## config.mk

```make
export PLATFORM = sky130hd
export DESIGN_NAME = hpb_port
export DESIGN_NICKNAME = d
export VERILOG_FILES = /design/src/hpb_pkg.sv /design/src/hpb_skid.sv /design/src/hpb_port.sv
export SDC_FILE = /design/constraint.sdc
export NUM_CORES = 1
export LEC_CHECK = 0
export BUFFER_PORTS_ARGS = -buffer_cell sky130_fd_sc_hd__buf_2
export CAP_MARGIN = 20
export CORE_ASPECT_RATIO = 1.5
export CORE_UTILIZATION = 40
export DETAILED_ROUTE_END_ITERATION = 6
export PLACE_DENSITY = 0.73
export SETUP_SLACK_MARGIN = 0.2
export SYNTH_ARGS = -nofsm -noshare
export SYNTH_HDL_FRONTEND = slang
export SYNTH_SLANG_ARGS = --single-unit
```

## constraint.sdc

```tcl
create_clock -name REF_CLK -period 3 [get_ports REF_CLK]
set_clock_uncertainty 0.2 [all_clocks]
set_input_delay 0.75 -clock REF_CLK [delete_from_list [all_inputs] [get_ports REF_CLK]]
set_output_delay 0.75 -clock REF_CLK [all_outputs]
set_load 0.01 [all_outputs]
```

## src/hpb_pkg.sv

```systemverilog
// Package for the host parallel bus port: constants, timing and states.
// Assumes a single 100 MHz clock domain and host pins synchronous to it.
// Behaviour
// RULE1 - Single reads reach registers and FIFOs
// RULE2 - Counter values latched at read start
// RULE3 - Read runs while select and read low
// RULE4 - Host keeps strobes high between cycles
// RULE5 - Host stretches cycles to minimum length
// RULE6 - Up to sixteen words per burst
// RULE7 - Host keeps strobes high between bursts
// RULE8 - FIFO select reads receive data FIFO
// RULE9 - Direct mode keeps low address bits
// RULE10 - FIFO select timed like address lines
// RULE11 - Direct FIFO bursts have no length limit
// RULE12 - Host honours deassertion gap in bursts
// RULE13 - Every write is a single cycle
// RULE14 - Write runs while select and write low
// RULE15 - FIFO select writes transmit data FIFO
// RULE16 - Host splits long bursts into sixteen (the bench sends one 17-word plain burst unsplit)
// RULE17 - Host waits after side-effect reads
package hpb_pkg;
  localparam int          ADDR_W       = 7;
  localparam int          DATA_W       = 16;
  localparam int          CLK_PERIOD_NS = 10;
  localparam int          T_CSH_NS     = 13;
  localparam int          T_CYCLE_NS   = 165;
  // Least times round up
  localparam int          CSH_CYC      =
    (T_CSH_NS + CLK_PERIOD_NS - 1) / CLK_PERIOD_NS;
  localparam int          CYCLE_CYC    =
    (T_CYCLE_NS + CLK_PERIOD_NS - 1) / CLK_PERIOD_NS;
  localparam int          BURST_MAX    = 16;
  // Address index bits 2:1 sit at index 1:0 (A[0] absent on 16-bit bus)
  localparam int          LOW_ADDR_MSB = 1;
  localparam int          LOW_ADDR_LSB = 0;
  localparam logic [15:0] RD_DATA_RST  = 16'h0000;
  typedef enum logic [1:0] {
    ST_IDLE,
    ST_READ,
    ST_WRITE
  } hpb_state_type;
endpackage

```

## src/hpb_skid.sv

```systemverilog
// Two-entry buffer with valid and ready on both sides.
// Assumes one clock; upstream holds data while in_ready is low.
`timescale 1ns/1ps
module hpb_skid (
  // Clock and reset
  input  wire logic        clk,
  input  wire logic        reset_n,
  // Fill side
  input  wire logic        in_valid,
  output logic             in_ready,
  input  wire logic [15:0] in_data,
  // Drain side
  output logic             out_valid,
  input  wire logic        out_ready,
  output logic [15:0]      out_data
);
  logic [15:0] mem_reg [2];
  logic        wr_ptr_reg;
  logic        rd_ptr_reg;
  logic [1:0]  cnt_reg;
  logic        push;
  logic        pop;

  assign in_ready  = (cnt_reg != 2'h2);
  assign out_valid = (cnt_reg != 2'h0);
  assign push      = in_valid && in_ready;
  assign pop       = out_valid && out_ready;

  always_ff @(posedge clk or negedge reset_n) begin
    if (!reset_n) begin
      wr_ptr_reg <= 1'b0;
      rd_ptr_reg <= 1'b0;
      cnt_reg    <= 2'h0;
    end else begin
      if (push)
        wr_ptr_reg <= ~wr_ptr_reg;
      if (pop)
        rd_ptr_reg <= ~rd_ptr_reg;
      cnt_reg <= cnt_reg + {1'b0, push} - {1'b0, pop};
    end
  end

  always_ff @(posedge clk) begin
    if (push)
      mem_reg[wr_ptr_reg] <= in_data;
  end

  // Head word held in a register: a pop from a full buffer exposes the
  // other stored entry; a push that becomes the head shows the new word,
  // also when the only stored word leaves at the same edge
  always_ff @(posedge clk or negedge reset_n) begin
    if (!reset_n)
      out_data <= 16'h0000;
    else if (pop && cnt_reg == 2'h2)
      out_data <= mem_reg[~rd_ptr_reg];
    else if (push && (cnt_reg == 2'h0 || (cnt_reg == 2'h1 && pop)))
      out_data <= in_data;
  end

  a_skid_no_over: assert property (@(posedge clk) disable iff (!reset_n)
    cnt_reg <= 2'h2) else $error("buffer count overflow");
endmodule

```

## src/hpb_port.sv

```systemverilog
// Host parallel bus port: decodes chip select and strobes into reads
// and writes, routes direct FIFO traffic and buffers written words.
// Assumes host pins synchronous to REF_CLK and the core answers reads
// combinationally from its latched counters and FIFO heads.
`timescale 1ns/1ps
module hpb_port (
  // Clock and reset
  input  wire logic        REF_CLK,
  input  wire logic        RESET_N,
  // Host bus
  input  wire logic        CHIP_SELECT_LOW,
  input  wire logic        READ_STROBE_LOW,
  input  wire logic        WRITE_STROBE_LOW,
  input  wire logic        FIFO_SEL,
  input  wire logic [6:0]  ADDR,
  input  wire logic [15:0] DATA_IN,
  output logic [15:0]      DATA_OUT,
  output logic             DATA_OE,
  // Core read side
  output logic             CNT_LATCH,
  output logic             CSR_RD,
  output logic             RXD_RD,
  output logic [6:0]       RD_ADDR,
  input  wire logic [15:0] CSR_RDATA,
  input  wire logic [15:0] RXD_RDATA,
  // Core write side
  output logic             WR_VALID,
  input  wire logic        WR_READY,
  output logic [15:0]      WR_DATA,
  output logic [6:0]       WR_ADDR,
  output logic             WR_TXD,
  output logic             WR_STALL
);
  hpb_pkg::hpb_state_type state_reg;
  logic        rd_act;
  logic        wr_act;
  logic        rd_start;
  logic        wr_end;
  logic        addr_chg;
  logic [6:0]  addr_prev_reg;
  logic [15:0] wdata_reg;
  logic [6:0]  waddr_reg;
  logic        wfifo_reg;
  logic [4:0]  burst_cnt_reg;
  logic [6:0]  eff_addr;
  logic        in_ready;
  logic [15:0] buf_data;
  logic        buf_valid;
  logic [7:0]  side_head;

  assign rd_act = !CHIP_SELECT_LOW && !READ_STROBE_LOW; // RULE3
  assign wr_act = !CHIP_SELECT_LOW && !WRITE_STROBE_LOW; // RULE14
  assign rd_start = rd_act && (state_reg != hpb_pkg::ST_READ);
  assign wr_end   = !wr_act && (state_reg == hpb_pkg::ST_WRITE);
  assign addr_chg = rd_act && (state_reg == hpb_pkg::ST_READ)
                    && (ADDR != addr_prev_reg);
  // Direct mode keeps only the low word-select bits
  assign eff_addr = FIFO_SEL ?
    {5'h00, ADDR[hpb_pkg::LOW_ADDR_MSB:hpb_pkg::LOW_ADDR_LSB]} // RULE9
    : ADDR;

  always_ff @(posedge REF_CLK or negedge RESET_N) begin
    if (!RESET_N)
      state_reg <= hpb_pkg::ST_IDLE;
    else if (rd_act)
      state_reg <= hpb_pkg::ST_READ;
    else if (wr_act)
      state_reg <= hpb_pkg::ST_WRITE;
    else
      state_reg <= hpb_pkg::ST_IDLE;
  end

  // Burst word counter; beyond the limit plain bursts return stale data
  always_ff @(posedge REF_CLK or negedge RESET_N) begin
    if (!RESET_N) begin
      burst_cnt_reg <= 5'h00;
      addr_prev_reg <= 7'h00;
    end else begin
      addr_prev_reg <= ADDR;
      if (rd_start)
        burst_cnt_reg <= 5'h01;
      else if (addr_chg && burst_cnt_reg != 5'(hpb_pkg::BURST_MAX))
        burst_cnt_reg <= burst_cnt_reg + 5'h01; // RULE6
    end
  end

  // Each new word strobe pulls one item from the addressed source; plain bursts stop pulling after BURST_MAX words
  always_comb begin
    CNT_LATCH = rd_start; // RULE2
    RD_ADDR   = eff_addr;
    RXD_RD    = (rd_start || addr_chg) && FIFO_SEL; // RULE8 RULE11
    CSR_RD    = (rd_start || (addr_chg && burst_cnt_reg
                 != 5'(hpb_pkg::BURST_MAX))) && !FIFO_SEL; // RULE1 RULE6
  end

  always_ff @(posedge REF_CLK or negedge RESET_N) begin
    if (!RESET_N) begin
      DATA_OUT <= hpb_pkg::RD_DATA_RST;
      DATA_OE  <= 1'b0;
    end else begin
      // Enable trails the strobes by one clock; the host allows for it
      DATA_OE <= rd_act; // RULE3
      if (RXD_RD)
        DATA_OUT <= RXD_RDATA;
      else if (CSR_RD)
        DATA_OUT <= CSR_RDATA;
    end
  end

  // Capture address and data while strobed; commit at the ending edge
  always_ff @(posedge REF_CLK or negedge RESET_N) begin
    if (!RESET_N) begin
      wdata_reg <= 16'h0000;
      waddr_reg <= 7'h00;
      wfifo_reg <= 1'b0;
    end else if (wr_act) begin
      wdata_reg <= DATA_IN; // RULE14
      waddr_reg <= eff_addr;
      wfifo_reg <= FIFO_SEL; // RULE15
    end
  end

  // Every write is one word: no burst write path exists
  // A word ending while the buffer is full is lost: the host must watch
  // the stall flag before it starts the next write
  hpb_skid i_hpb_skid (
    .clk       (REF_CLK),
    .reset_n   (RESET_N),
    .in_valid  (wr_end), // RULE13
    .in_ready  (in_ready),
    .in_data   (wdata_reg),
    .out_valid (buf_valid),
    .out_ready (WR_READY),
    .out_data  (buf_data)
  );

  // Side info for the word: the address travels with the data
  logic [7:0] side_q_reg [2];
  logic       side_w_reg;
  logic       side_r_reg;
  always_ff @(posedge REF_CLK or negedge RESET_N) begin
    if (!RESET_N) begin
      side_w_reg    <= 1'b0;
      side_r_reg    <= 1'b0;
      side_q_reg[0] <= 8'h00;
      side_q_reg[1] <= 8'h00;
    end else begin
      if (wr_end && in_ready) begin
        side_q_reg[side_w_reg] <= {wfifo_reg, waddr_reg};
        side_w_reg             <= ~side_w_reg;
      end
      if (buf_valid && WR_READY)
        side_r_reg <= ~side_r_reg;
    end
  end

  assign side_head = side_q_reg[side_r_reg];
  assign WR_VALID  = buf_valid;
  assign WR_DATA   = buf_data;
  assign WR_ADDR   = side_head[6:0];
  assign WR_TXD    = side_head[7]; // RULE15
  // Host sees a stall when the buffer cannot take another word
  assign WR_STALL = !in_ready;

  // Read side: latching, routing and the data word
  a_read_latch: assert property ( // RULE2
    @(posedge REF_CLK) disable iff (!RESET_N)
    $rose(rd_act) |-> CNT_LATCH && (CSR_RD || RXD_RD))
    else $error("no latch at read");
  a_latch_once: assert property ( // RULE2
    @(posedge REF_CLK) disable iff (!RESET_N)
    CNT_LATCH |=> !CNT_LATCH)
    else $error("double latch in one read");
  a_read_oe: assert property ( // RULE3
    @(posedge REF_CLK) disable iff (!RESET_N)
    rd_act |=> DATA_OE)
    else $error("data not driven");
  a_read_end: assert property ( // RULE3
    @(posedge REF_CLK) disable iff (!RESET_N)
    !rd_act |=> !DATA_OE)
    else $error("data still driven");
  a_data_hold: assert property ( // RULE3
    @(posedge REF_CLK) disable iff (!RESET_N)
    !CSR_RD && !RXD_RD |=> $stable(DATA_OUT))
    else $error("read data moved without a read");
  a_csr_data: assert property ( // RULE1
    @(posedge REF_CLK) disable iff (!RESET_N)
    CSR_RD |=> DATA_OUT == $past(CSR_RDATA))
    else $error("register word not returned");
  a_rx_data: assert property ( // RULE8
    @(posedge REF_CLK) disable iff (!RESET_N)
    RXD_RD |=> DATA_OUT == $past(RXD_RDATA))
    else $error("fifo word not returned");
  a_fifo_route: assert property ( // RULE8
    @(posedge REF_CLK) disable iff (!RESET_N)
    FIFO_SEL |-> !CSR_RD)
    else $error("csr read in fifo mode");
  a_low_addr: assert property ( // RULE9
    @(posedge REF_CLK) disable iff (!RESET_N)
    FIFO_SEL |-> RD_ADDR[6:2] == 5'h00)
    else $error("high address bits used");
  a_burst_lim: assert property ( // RULE6
    @(posedge REF_CLK) disable iff (!RESET_N)
    burst_cnt_reg <= 5'(hpb_pkg::BURST_MAX))
    else $error("burst count too high");
  a_rx_unlim: assert property ( // RULE11
    @(posedge REF_CLK) disable iff (!RESET_N)
    addr_chg && FIFO_SEL |-> RXD_RD)
    else $error("fifo burst lost");

  // Write side: one buffered word per host write that finds the buffer not full
  a_write_once: assert property ( // RULE13
    @(posedge REF_CLK) disable iff (!RESET_N)
    wr_end && in_ready |=> buf_valid)
    else $error("write lost");
  a_stall_full: assert property ( // RULE13
    @(posedge REF_CLK) disable iff (!RESET_N)
    WR_STALL |-> WR_VALID)
    else $error("stall with empty buffer");
  a_write_data: assert property ( // RULE14
    @(posedge REF_CLK) disable iff (!RESET_N)
    $fell(wr_act) && in_ready && !buf_valid |=> WR_DATA == $past(wdata_reg))
    else $error("write data wrong");
  a_tx_route: assert property ( // RULE15
    @(posedge REF_CLK) disable iff (!RESET_N)
    wr_act && FIFO_SEL |=> wfifo_reg)
    else $error("tx route");
  a_tx_addr: assert property ( // RULE9
    @(posedge REF_CLK) disable iff (!RESET_N)
    wr_act && FIFO_SEL |=> waddr_reg[6:2] == 5'h00)
    else $error("tx address high bits kept");

  c_read: cover property (@(posedge REF_CLK) rd_start && !FIFO_SEL);
  c_burst: cover property (@(posedge REF_CLK) addr_chg && !FIFO_SEL);
  c_rx_fifo: cover property (@(posedge REF_CLK) RXD_RD);
  c_write: cover property (@(posedge REF_CLK) wr_end && wfifo_reg);
  c_stall: cover property (@(posedge REF_CLK) WR_STALL);
endmodule

```

# Word-level counts from Yosys, hierarchy flattened
# Memories as Yosys holds them, arrays and structs flattened.
# Index checks and enable logic that the tools add are counted.
# totals
reg_bits	93
romBits	0
mem_count	1
ramBits	32
latchBits	0
wordCells	83
inputBits	62
out_inout_bits	53
# memory_table
name	words	width	read_ports	rd_clocked_by_memory_dff	write_ports	line_no	text
i_hpb_skid.mem_reg	2	16	1	0	1	hpb_skid.sv:17	logic [15:0] mem_reg [2];
# classes
n_eq_ne	8
n_lt_le_gt_ge	3
reduce_logical	29
bitwise_logic	6
muxes	17
mul	0
shift	0
addsub	3
div	0
# ops
cell	count
16-bit 2-to-1 mux	4
8-bit 2-to-1 mux	4
16-bit bitwise mux	1
1-bit logical AND	15
5-bit 2-to-1 mux	2
8-bit demux with 1-bit select	1
2-bit nonzero test	4
7-bit 2-to-1 mux	1
7-bit inequality test	1
1-bit zero test	6
5-bit by 1-bit adder with 5-bit output (second input constant)	1
5-bit inequality test (second input constant)	1
2-bit by 1-bit == test with 1-bit output (second input constant)	2
2-bit == test (second input constant)	2
2-bit greater-or-equal comparator (second input constant)	2
2-bit 2-to-1 mux	2
1-bit NOT	4
1-bit NOT with 2-bit output	2
1-bit logical OR	3
2-bit by 1-bit adder with 2-bit output	1
2-bit zero test	1
2-bit by 1-bit < comparator with 1-bit output (second input constant)	1
1-bit 2-to-1 mux	2
2-bit by 1-bit inequality test with 1-bit output (second input constant)	1
other kinds (2)	2

# Logic depth before layout (Yosys ltp)
# Gate-level depths: netlist (run 1).
# logic_depth
word_depth	9
mapped_depth	9
depth_no_buf	9

# Cells and area by module
# From an unflattened synthesis (run 1), not the netlist that was laid out.
# hier_totals
cells_unflattened	428
hier_area_um2	5607.9
# modules_own_cells
module	cells_each	n_inst	area_per_inst_um2
hpb_port	295	1	3318.2
hpb_skid	133	1	2289.7

# Least setup slack after synthesis (run 1)
# OpenSTA, ideal clock, no wires.
# synth_path
kind	input to register
start	in WRITE_STROBE_LOW
end	mem i_hpb_skid.mem_reg[0][0], enable pin
path_slack_ns	-0.248
n_path_buf	1
path_stages	3
required_time_ns	2.370
arrival_ns	2.618
path_cell_list	nor2_2 > clkbuf_1 > nor4_1
# synth_between
elab_chain_len	7
# synth_rtl
element	line_no	text
start: declaration	hpb_port.sv:13	input wire logic WRITE_STROBE_LOW,
1-bit zero test	hpb_port.sv:52	assign wr_act = !CHIP_SELECT_LOW && !WRITE_STROBE_LOW;
1-bit logical AND	hpb_port.sv:52	
1-bit zero test	hpb_port.sv:54	assign wr_end = !wr_act && (state_reg == hpb_pkg::ST_WRITE);
1-bit logical AND	hpb_port.sv:54	
1-bit logical AND	hpb_skid.sv:26	assign push = in_valid && in_ready;
1-bit 2-to-1 mux	hpb_skid.sv:44	if (push)
1-bit 2-to-1 mux (implied by the code)	hpb_skid.sv:45	mem_reg[wr_ptr_reg] <= in_data;
end: declaration	hpb_skid.sv:17	
# Every way passes these cells.

# Worst setup path in the final report (run 1)
# layout_path
start	in CHIP_SELECT_LOW
end	out CSR_RD
# layout_between
elab_chain_len	7
elab_cells_between_ends	8
cone_classes	8 x reduce/logical
# layout_rtl
element	line_no	text
start: declaration	hpb_port.sv:11	input wire logic CHIP_SELECT_LOW,
1-bit zero test (*)	hpb_port.sv:51	assign rd_act = !CHIP_SELECT_LOW && !READ_STROBE_LOW;
1-bit logical AND (*)	hpb_port.sv:51	
1-bit logical AND	hpb_port.sv:55	assign addr_chg = rd_act && (state_reg == hpb_pkg::ST_READ)
1-bit logical AND	hpb_port.sv:56	&& (ADDR != addr_prev_reg);
1-bit logical AND	hpb_port.sv:92	CSR_RD = (rd_start || (addr_chg && burst_cnt_reg
1-bit logical OR (*)	hpb_port.sv:92	
1-bit logical AND (*)	hpb_port.sv:93	!= 5'(hpb_pkg::BURST_MAX))) && !FIFO_SEL;
end: declaration	hpb_port.sv:21	output logic CSR_RD,
# Every way passes the cells marked *; elsewhere a longest branch is shown, timed or not.

==> Flow_metrics.wiki, run 1 <==
{| class="wikitable"
! Metric !! Value
|-
| Number of flops mapped to enable cells by yosys || 32
|-
| H-Tree Level Count || 4
|-
| Via count of the first global-routing pass || 4016
|-
| Weighted congestion at the end of routability-driven global placement || 0.799
|-
| Number of buffers added on ports || 114
|-
| Instance count of the mapped netlist || 454
|-
| Busiest layer in global routing || met2
|-
| Detail Route Antenna Nets || 0
|-
| Synth cell count leaders || 107 x sky130_fd_sc_hd__nand2_1, 92 x sky130_fd_sc_hd__dfrtp_1, 33 x sky130_fd_sc_hd__mux2i_1, 32 x sky130_fd_sc_hd__edfxtp_1, 29 x sky130_fd_sc_hd__mux2_2
|-
| Setup repair bufs after CTS || 0
|-
| Die width || 97.3 um
|-
| Crit Path Category || in2out
|-
| Biggest area contributors in the synthesized netlist || sky130_fd_sc_hd__dfrtp_1 42%, sky130_fd_sc_hd__edfxtp_1 18%, sky130_fd_sc_hd__nand2_1 7.4%
|-
| Sum of negative setup slack || 0 ns
|-
| Synth top area share || 42.3%
|-
| Count of boundary I/O pins || 115
|-
| Overall die area || 14100 sq um
|-
| Yosys cell types || 43
|-
| Synthesized Nets || 520
|-
| Maximum ir drop on the vdd rail || 0.000450 V
|-
| Status || completed
|-
| Type of destination of the critical path || output pin
|-
| Initial antenna violation count || 0
|-
| Number of diodes || 0
|-
| Clock Path Buffers || 2
|-
| Ys async rst share || 74.2%
|-
| Clock period minus worst slack || 2.73 ns
|-
| Data required time of the worst path || 2.05 ns
|-
| Average size of a mapped cell || 12.0 sq um
|-
| RSZ-0062 raised after global routing || no
|-
| Clock network latency to the later pin of the worst-skew pair || 0.41 ns
|-
| Final Net Count || 638
|-
| Pwr Density || 829 nW/um^2
|-
| Clock tree from TritonCTS || yes
|-
| Ratio of cells with drive above 1 in the final layout || 35.2%
|-
| Growth of design area from synthesis to finish || 25.2%
|-
| CP max stage delay || 0.31 ns
|-
| Fin crit share || 91.0%
|-
| Startpoint kind of the worst setup timing path || input port
|-
| Global Route met3 Usage || 5.28%
|-
| Via-to-Cell Ratio || 5.06
|-
| Highest Clock Rate || 366 MHz
|-
| Number of buffers created by CTS || 17
|-
| Met1 usage || 19.5%
|-
| Library cell with the highest instance count after synthesis || sky130_fd_sc_hd__nand2_1
|-
| Starting Density || 41.4%
|-
| Routed wire length per instance || 15.6 um
|-
| Clock root buffer master || sky130_fd_sc_hd__clkbuf_16
|-
| CP Max Fanout || 4
|-
| Mapped cell area || 5450 sq um
|-
| Largest net degree at the start of global routing || 70
|-
| Number of violations reported at the end of detailed-routing iteration 0 || 68
|-
| Initial DRT Pass Iterations || 4
|-
| Ordered list of cells on the worst path || buf_2 -> or2_1 -> o2111ai_2 -> o21ai_2 -> nor2_1 -> buf_2
|-
| Global Route met2 Usage || 32.6%
|-
| Setup Viol. Count Final || 0
|-
| Cell with the largest stage delay on the worst path || sky130_fd_sc_hd__or2_1
|-
| Max FFs per register || 32
|-
| Final count of pins violating max slew || 0
|-
| Row cnt || 51
|-
| Sum of net half-perimeters after detailed placement || 8.10 mm
|-
| Residual DRC count || 0
|-
| HP Class || in2async
|-
| CTS sink count || 124
|-
| Area of the placeable core || 13100 sq um
|-
| Final hold violation count || 0
|-
| Vias || 3766
|-
| Transition time at the pin with the least slew margin || 0.986 ns
|-
| First-pass GRT wire length || 19.4 mm
|-
| Worst slew margin relative to its limit || 34.2%
|-
| Main flop type after synthesis || sky130_fd_sc_hd__dfrtp_1
|-
| MaxCap Viol Count || 0
|-
| GRT Overall Usage || 17.9%
|-
| Global route overflow || 0
|-
| Height of the chip || 145 um
|-
| Post-CTS Hold Buffers || 0
|-
| Sequential share of the synthesized area || 59.9%
|-
| Total chip power || 5650 uW
|-
| Drt total wl || 11.6 mm
|-
| Reg clk slew, reported paths || 0.05 ns
|-
| Critical path data arrival time || 1.78 ns
|-
| Leakage Power || 0.00323 uW
|-
| Cell taking the most area after synthesis || sky130_fd_sc_hd__dfrtp_1
|-
| Seq cells post-synth || 124
|-
| Count of synthesis-stage warnings from yosys || 0
|-
| Critical Path Most Common Cell || sky130_fd_sc_hd__buf_2
|}
==> cell families (layout without fill, tap and decap cells) <==
| group | Yosys count | in the layout | synth area share [%] |
|---|---|---|---|
| muxes | 62 | 62 | 12.1 |
| AOI/OAI and AO/OA | 77 | 77 | 9.35 |
| DFF | 124 | 124 | 59.9 |
| adders and majority gates | 4 | 4 | 0.919 |
| and+or+nand+nor | 137 | 137 | 11.4 |
| xor gates and xnor gates | 15 | 15 | 2.96 |
| buffers and inverters | 35 | 166 | 3.40 |
==> critical path, delay by kind of cell <==
family | cells | cell delay (ns)
AOI/OAI and AO/OA | 2 | 0.33
buffers and inverters | 2 | 0.27
and+or+nand+nor | 2 | 0.42
==> final cells by class <==
cell class / instances / area, sq um
Sequential cell: 124 / 3260
Clock inverter: 11 / 169
Tap cell: 159 / 199
Fill cell: 1146 / 6330
Inverter: 10 / 37.5
Multi-Input combinational cell: 295 / 2050
Timing Repair Buffer: 124 / 661
Clock buffer: 21 / 440
==> through the flow <==
step                worst slack [ns]  instances  hold slack (ns)  cell area, sq um  util, %
CTS                            0.203        744           0.0392              6800     51.7
detailed placement             0.235        712            0.271              6180     47.0
global route                   0.195        744           0.0468              6820     51.8
finish                         0.270        744           0.0418              6820     51.8
floorplan                      0.304        454            0.244              5450        -
global placement               0.251        712            0.256              6180     47.0
==> repair_timing <==
item / in CTS / in global routing
setup endpoints to repair: 1 / 1
pin swaps: 0 / 2
resized for setup: 1 / 3
==> path summary, 6_finish.rpt <==
check	from	end	slack [ns]	cells past startpoint
hold / removal	RESET_N	i_hpb_skid.out_data[4]$_DFFE_PN0P_	0.04	1
setup / recovery	CHIP_SELECT_LOW	CSR_RD	0.27	6
min in group REF_CLK	i_hpb_skid.out_data[11]$_DFFE_PN0P_	i_hpb_skid.out_data[11]$_DFFE_PN0P_	0.28	2
max in group asynchronous	RESET_N	side_q_reg[1]$_DFFE_PN0P_	1.86	2
hold reg to reg	i_hpb_skid.out_data[11]$_DFFE_PN0P_	i_hpb_skid.out_data[11]$_DFFE_PN0P_	0.28	2
setup reg to reg	i_hpb_skid.cnt_reg[1]$_DFF_PN0_	i_hpb_skid.out_data[12]$_DFFE_PN0P_	0.79	6
==> routing by layer <==
layer  share of wire (%)  up-vias
li1                    -     1804
met1                  41     1832
met2                  53      113
met3                 4.9       17
met4                 1.6        0
met5                   0        -
==> power breakdown <==
group	switching, uW	internal [uW]	total [uW]	leakage (uW)
Clock	710	1390	2100	0.000287
Combinational	628	582	1210	0.00152
Sequential	279	2060	2340	0.00142
Total	1620	4030	5650	0.00323
==> cell usage in the layout (no fill, tap or decap), types with 16 or more instances in the layout <==
cell                        synthesis  final
sky130_fd_sc_hd__buf_2              9    113
sky130_fd_sc_hd__nand2_1          107    107
sky130_fd_sc_hd__dfrtp_1           92     92
sky130_fd_sc_hd__mux2i_1           33     33
sky130_fd_sc_hd__edfxtp_1          32     32
sky130_fd_sc_hd__mux2_2            29     29
sky130_fd_sc_hd__o21ai_0           18     18
sky130_fd_sc_hd__clkbuf_16          0     17
sky130_fd_sc_hd__o21ai_1           16     16
sky130_fd_sc_hd__a21oi_1           17     16
No activity file was read; power rests on OpenSTA's default activity.
==> run 2, diff against run 1 <==
Settings changed: CORE_UTILIZATION 40 to 41, HOLD_SLACK_MARGIN set to 0.05, PLACE_DENSITY 0.73 to 0.74.
==> run 2 against run 1 <==
Combinational power increased by 3%. Critical endpoint is now CNT_LATCH. Via count is 0.19% lower. Critical path type unchanged. Non-clock buffer count grew 1. Global-route usage up 0.59 points. Routed wire length is 0.31% lower. Largest cell class unchanged.
==> Flow_metrics.wiki, run 2 (synthesis gave the netlist of run 1 again) <==
{| class="wikitable"
! Metric !! Value
|-
| Clock Path Buffers || 2
|-
| Number of diodes || 0
|-
| Initial DRT Pass Iterations || 4
|-
| Data required time of the worst path || 2.05 ns
|-
| CTS sink count || 124
|-
| Residual DRC count || 0
|-
| Setup repair bufs after CTS || 0
|-
| Die width || 96.1 um
|-
| Detail Route Antenna Nets || 0
|-
| Number of buffers added on ports || 114
|-
| Final count of pins violating max slew || 0
|-
| Via count of the first global-routing pass || 3885
|-
| Routed wire length per instance || 15.6 um
|-
| RSZ-0062 raised after global routing || no
|-
| Number of filler instances in the final layout || 1125
|-
| Sum of net half-perimeters after detailed placement || 8.24 mm
|-
| Max FFs per register || 32
|-
| Highest Clock Rate || 373 MHz
|-
| GRT Overall Usage || 18.4%
|-
| Vias || 3759
|-
| Maximum ir drop on the vdd rail || 0.000455 V
|-
| Transition time at the pin with the least slew margin || 0.738 ns
|-
| First-pass GRT wire length || 19.0 mm
|-
| Reg-to-reg slack, setup || 0.84 ns
|-
| Global route overflow || 0
|-
| Starting Density || 42.0%
|-
| Area taken by flip-flops and latches || 3260 sq um
|-
| Final Cell Area || 6830 sq um
|-
| Drt total wl || 11.6 mm
|-
| Worst slew margin relative to its limit || 50.7%
|-
| Most used cells in the layout excluding fill and tap cells || 113 x sky130_fd_sc_hd__buf_2, 107 x sky130_fd_sc_hd__nand2_1, 92 x sky130_fd_sc_hd__dfrtp_1
|-
| Growth of design area from synthesis to finish || 25.4%
|-
| Type of destination of the critical path || output pin
|-
| MaxCap Viol Count || 0
|-
| Initial antenna violation count || 0
|-
| CP max stage delay || 0.30 ns
|-
| Post-CTS Hold Buffers || 0
|-
| Leakage Power || 0.00324 uW
|-
| Area of the placeable core || 13000 sq um
|-
| Count of boundary I/O pins || 115
|-
| Number of violations reported at the end of detailed-routing iteration 0 || 80
|-
| Area of the multi-input gates || 2050 sq um
|-
| Overall die area || 13800 sq um
|-
| Largest net degree at the start of global routing || 59
|-
| Startpoint kind of the worst setup timing path || input port
|-
| Sum of negative setup slack || 0 ns
|-
| Clock tree from TritonCTS || yes
|-
| Setup Viol. Count Final || 0
|-
| Final Net Count || 639
|-
| Most common library cell in the layout ignoring fill and taps || sky130_fd_sc_hd__buf_2
|-
| Height of the chip || 143 um
|-
| Ratio of cells with drive above 1 in the final layout || 36.5%
|-
| Via-to-Cell Ratio || 5.05
|-
| Placed Instance Area || 6190 sq um
|-
| Weighted congestion at the end of routability-driven global placement || 0.784
|-
| Cell with the largest stage delay on the worst path || sky130_fd_sc_hd__or2_1
|-
| HP Class || in2async
|-
| Ordered list of cells on the worst path || buf_2 -> or2_1 -> inv_1 -> nand2_1 -> inv_1 -> buf_2
|-
| Reg clk slew, reported paths || 0.06 ns
|-
| Clock network latency to the later pin of the worst-skew pair || 0.40 ns
|-
| Final hold violation count || 0
|-
| Pwr Density || 825 nW/um^2
|-
| Critical path data arrival time || 1.73 ns
|-
| Fin crit share || 89.4%
|-
| H-Tree Level Count || 4
|-
| Number of buffers created by CTS || 17
|-
| Row cnt || 51
|-
| Crit Path Category || in2out
|-
| Clock period minus worst slack || 2.68 ns
|-
| Status || completed
|-
| CP Max Fanout || 4
|-
| Clock root buffer master || sky130_fd_sc_hd__clkbuf_16
|}
-- run 2: changes by cell type in the layout (fill, tap and decap cells not counted) --
| cell | previous run | this run |
|---|---|---|
| sky130_fd_sc_hd__clkinv_1 | 2 | 0 |
| sky130_fd_sc_hd__clkinv_4 | 3 | 5 |
| sky130_fd_sc_hd__bufinv_16 | 4 | 3 |
| sky130_fd_sc_hd__inv_2 | 0 | 1 |
| sky130_fd_sc_hd__buf_4 | 10 | 11 |
| sky130_fd_sc_hd__clkinv_2 | 0 | 1 |
| sky130_fd_sc_hd__inv_1 | 10 | 9 |
| sky130_fd_sc_hd__clkbuf_1 | 4 | 0 |
| sky130_fd_sc_hd__inv_6 | 0 | 4 |
-- run 2: layout make-up --
class | instances | area share, %
clock inverter | 15 | 2.77
clock buffer | 17 | 6.23
inverter | 10 | 0.550
multi-input combinational | 295 | 30.0
sequential | 124 | 47.8
tap | 159 | 2.91
timing repair buffer | 125 | 9.79
-- run 2: critical path, delay by kind of cell --
| family | cells | cell delay, ns |
|---|---|---|
| buf+inv | 4 | 0.55 |
| simple gates | 2 | 0.43 |
-- run 2: worst paths after layout --
kind | startpoint | endpoint | depth (start not counted)
max in group asynchronous | RESET_N | side_q_reg[13]$_DFFE_PN0P_ | 2
min in group REF_CLK | i_hpb_skid.out_data[5]$_DFFE_PN0P_ | i_hpb_skid.out_data[5]$_DFFE_PN0P_ | 2
min | RESET_N | i_hpb_skid.out_data[4]$_DFFE_PN0P_ | 1
min reg2reg | i_hpb_skid.out_data[5]$_DFFE_PN0P_ | i_hpb_skid.out_data[5]$_DFFE_PN0P_ | 2
max reg2reg | i_hpb_skid.cnt_reg[1]$_DFF_PN0_ | i_hpb_skid.out_data[7]$_DFFE_PN0P_ | 6
max | CHIP_SELECT_LOW | CNT_LATCH | 6
-- run 2: timing repair --
action,in CTS,in global routing
pin swaps,0,1
endpoints found under the setup margin,1,1
gates resized for setup,2,3
-- run 2: per-stage QoR --
step	instances	power [uW]	worst slack, ns	utilization, %	hold WS, ns
global placement	713	3540	0.281	47.8	0.261
CTS	745	5710	0.229	52.6	0.110
floorplan	454	3130	0.304	-	0.244
global route	745	5940	0.225	52.7	0.137
finish	745	5630	0.319	52.7	0.105
detailed placement	713	3610	0.290	47.8	0.270
-- run 2: metal layers --
| metal | routed length [um] | track usage, % |
|---|---|---|
| met5 | 0 | 0 |
| met4 | 140 | 5.73 |
| met1 | 4770 | 21.0 |
| met3 | 638 | 5.27 |
| met2 | 6050 | 32.7 |
-- run 2: power breakdown --
group	internal [uW]	switching [uW]
clock network	1320	760
logic	586	662
registers	2060	245
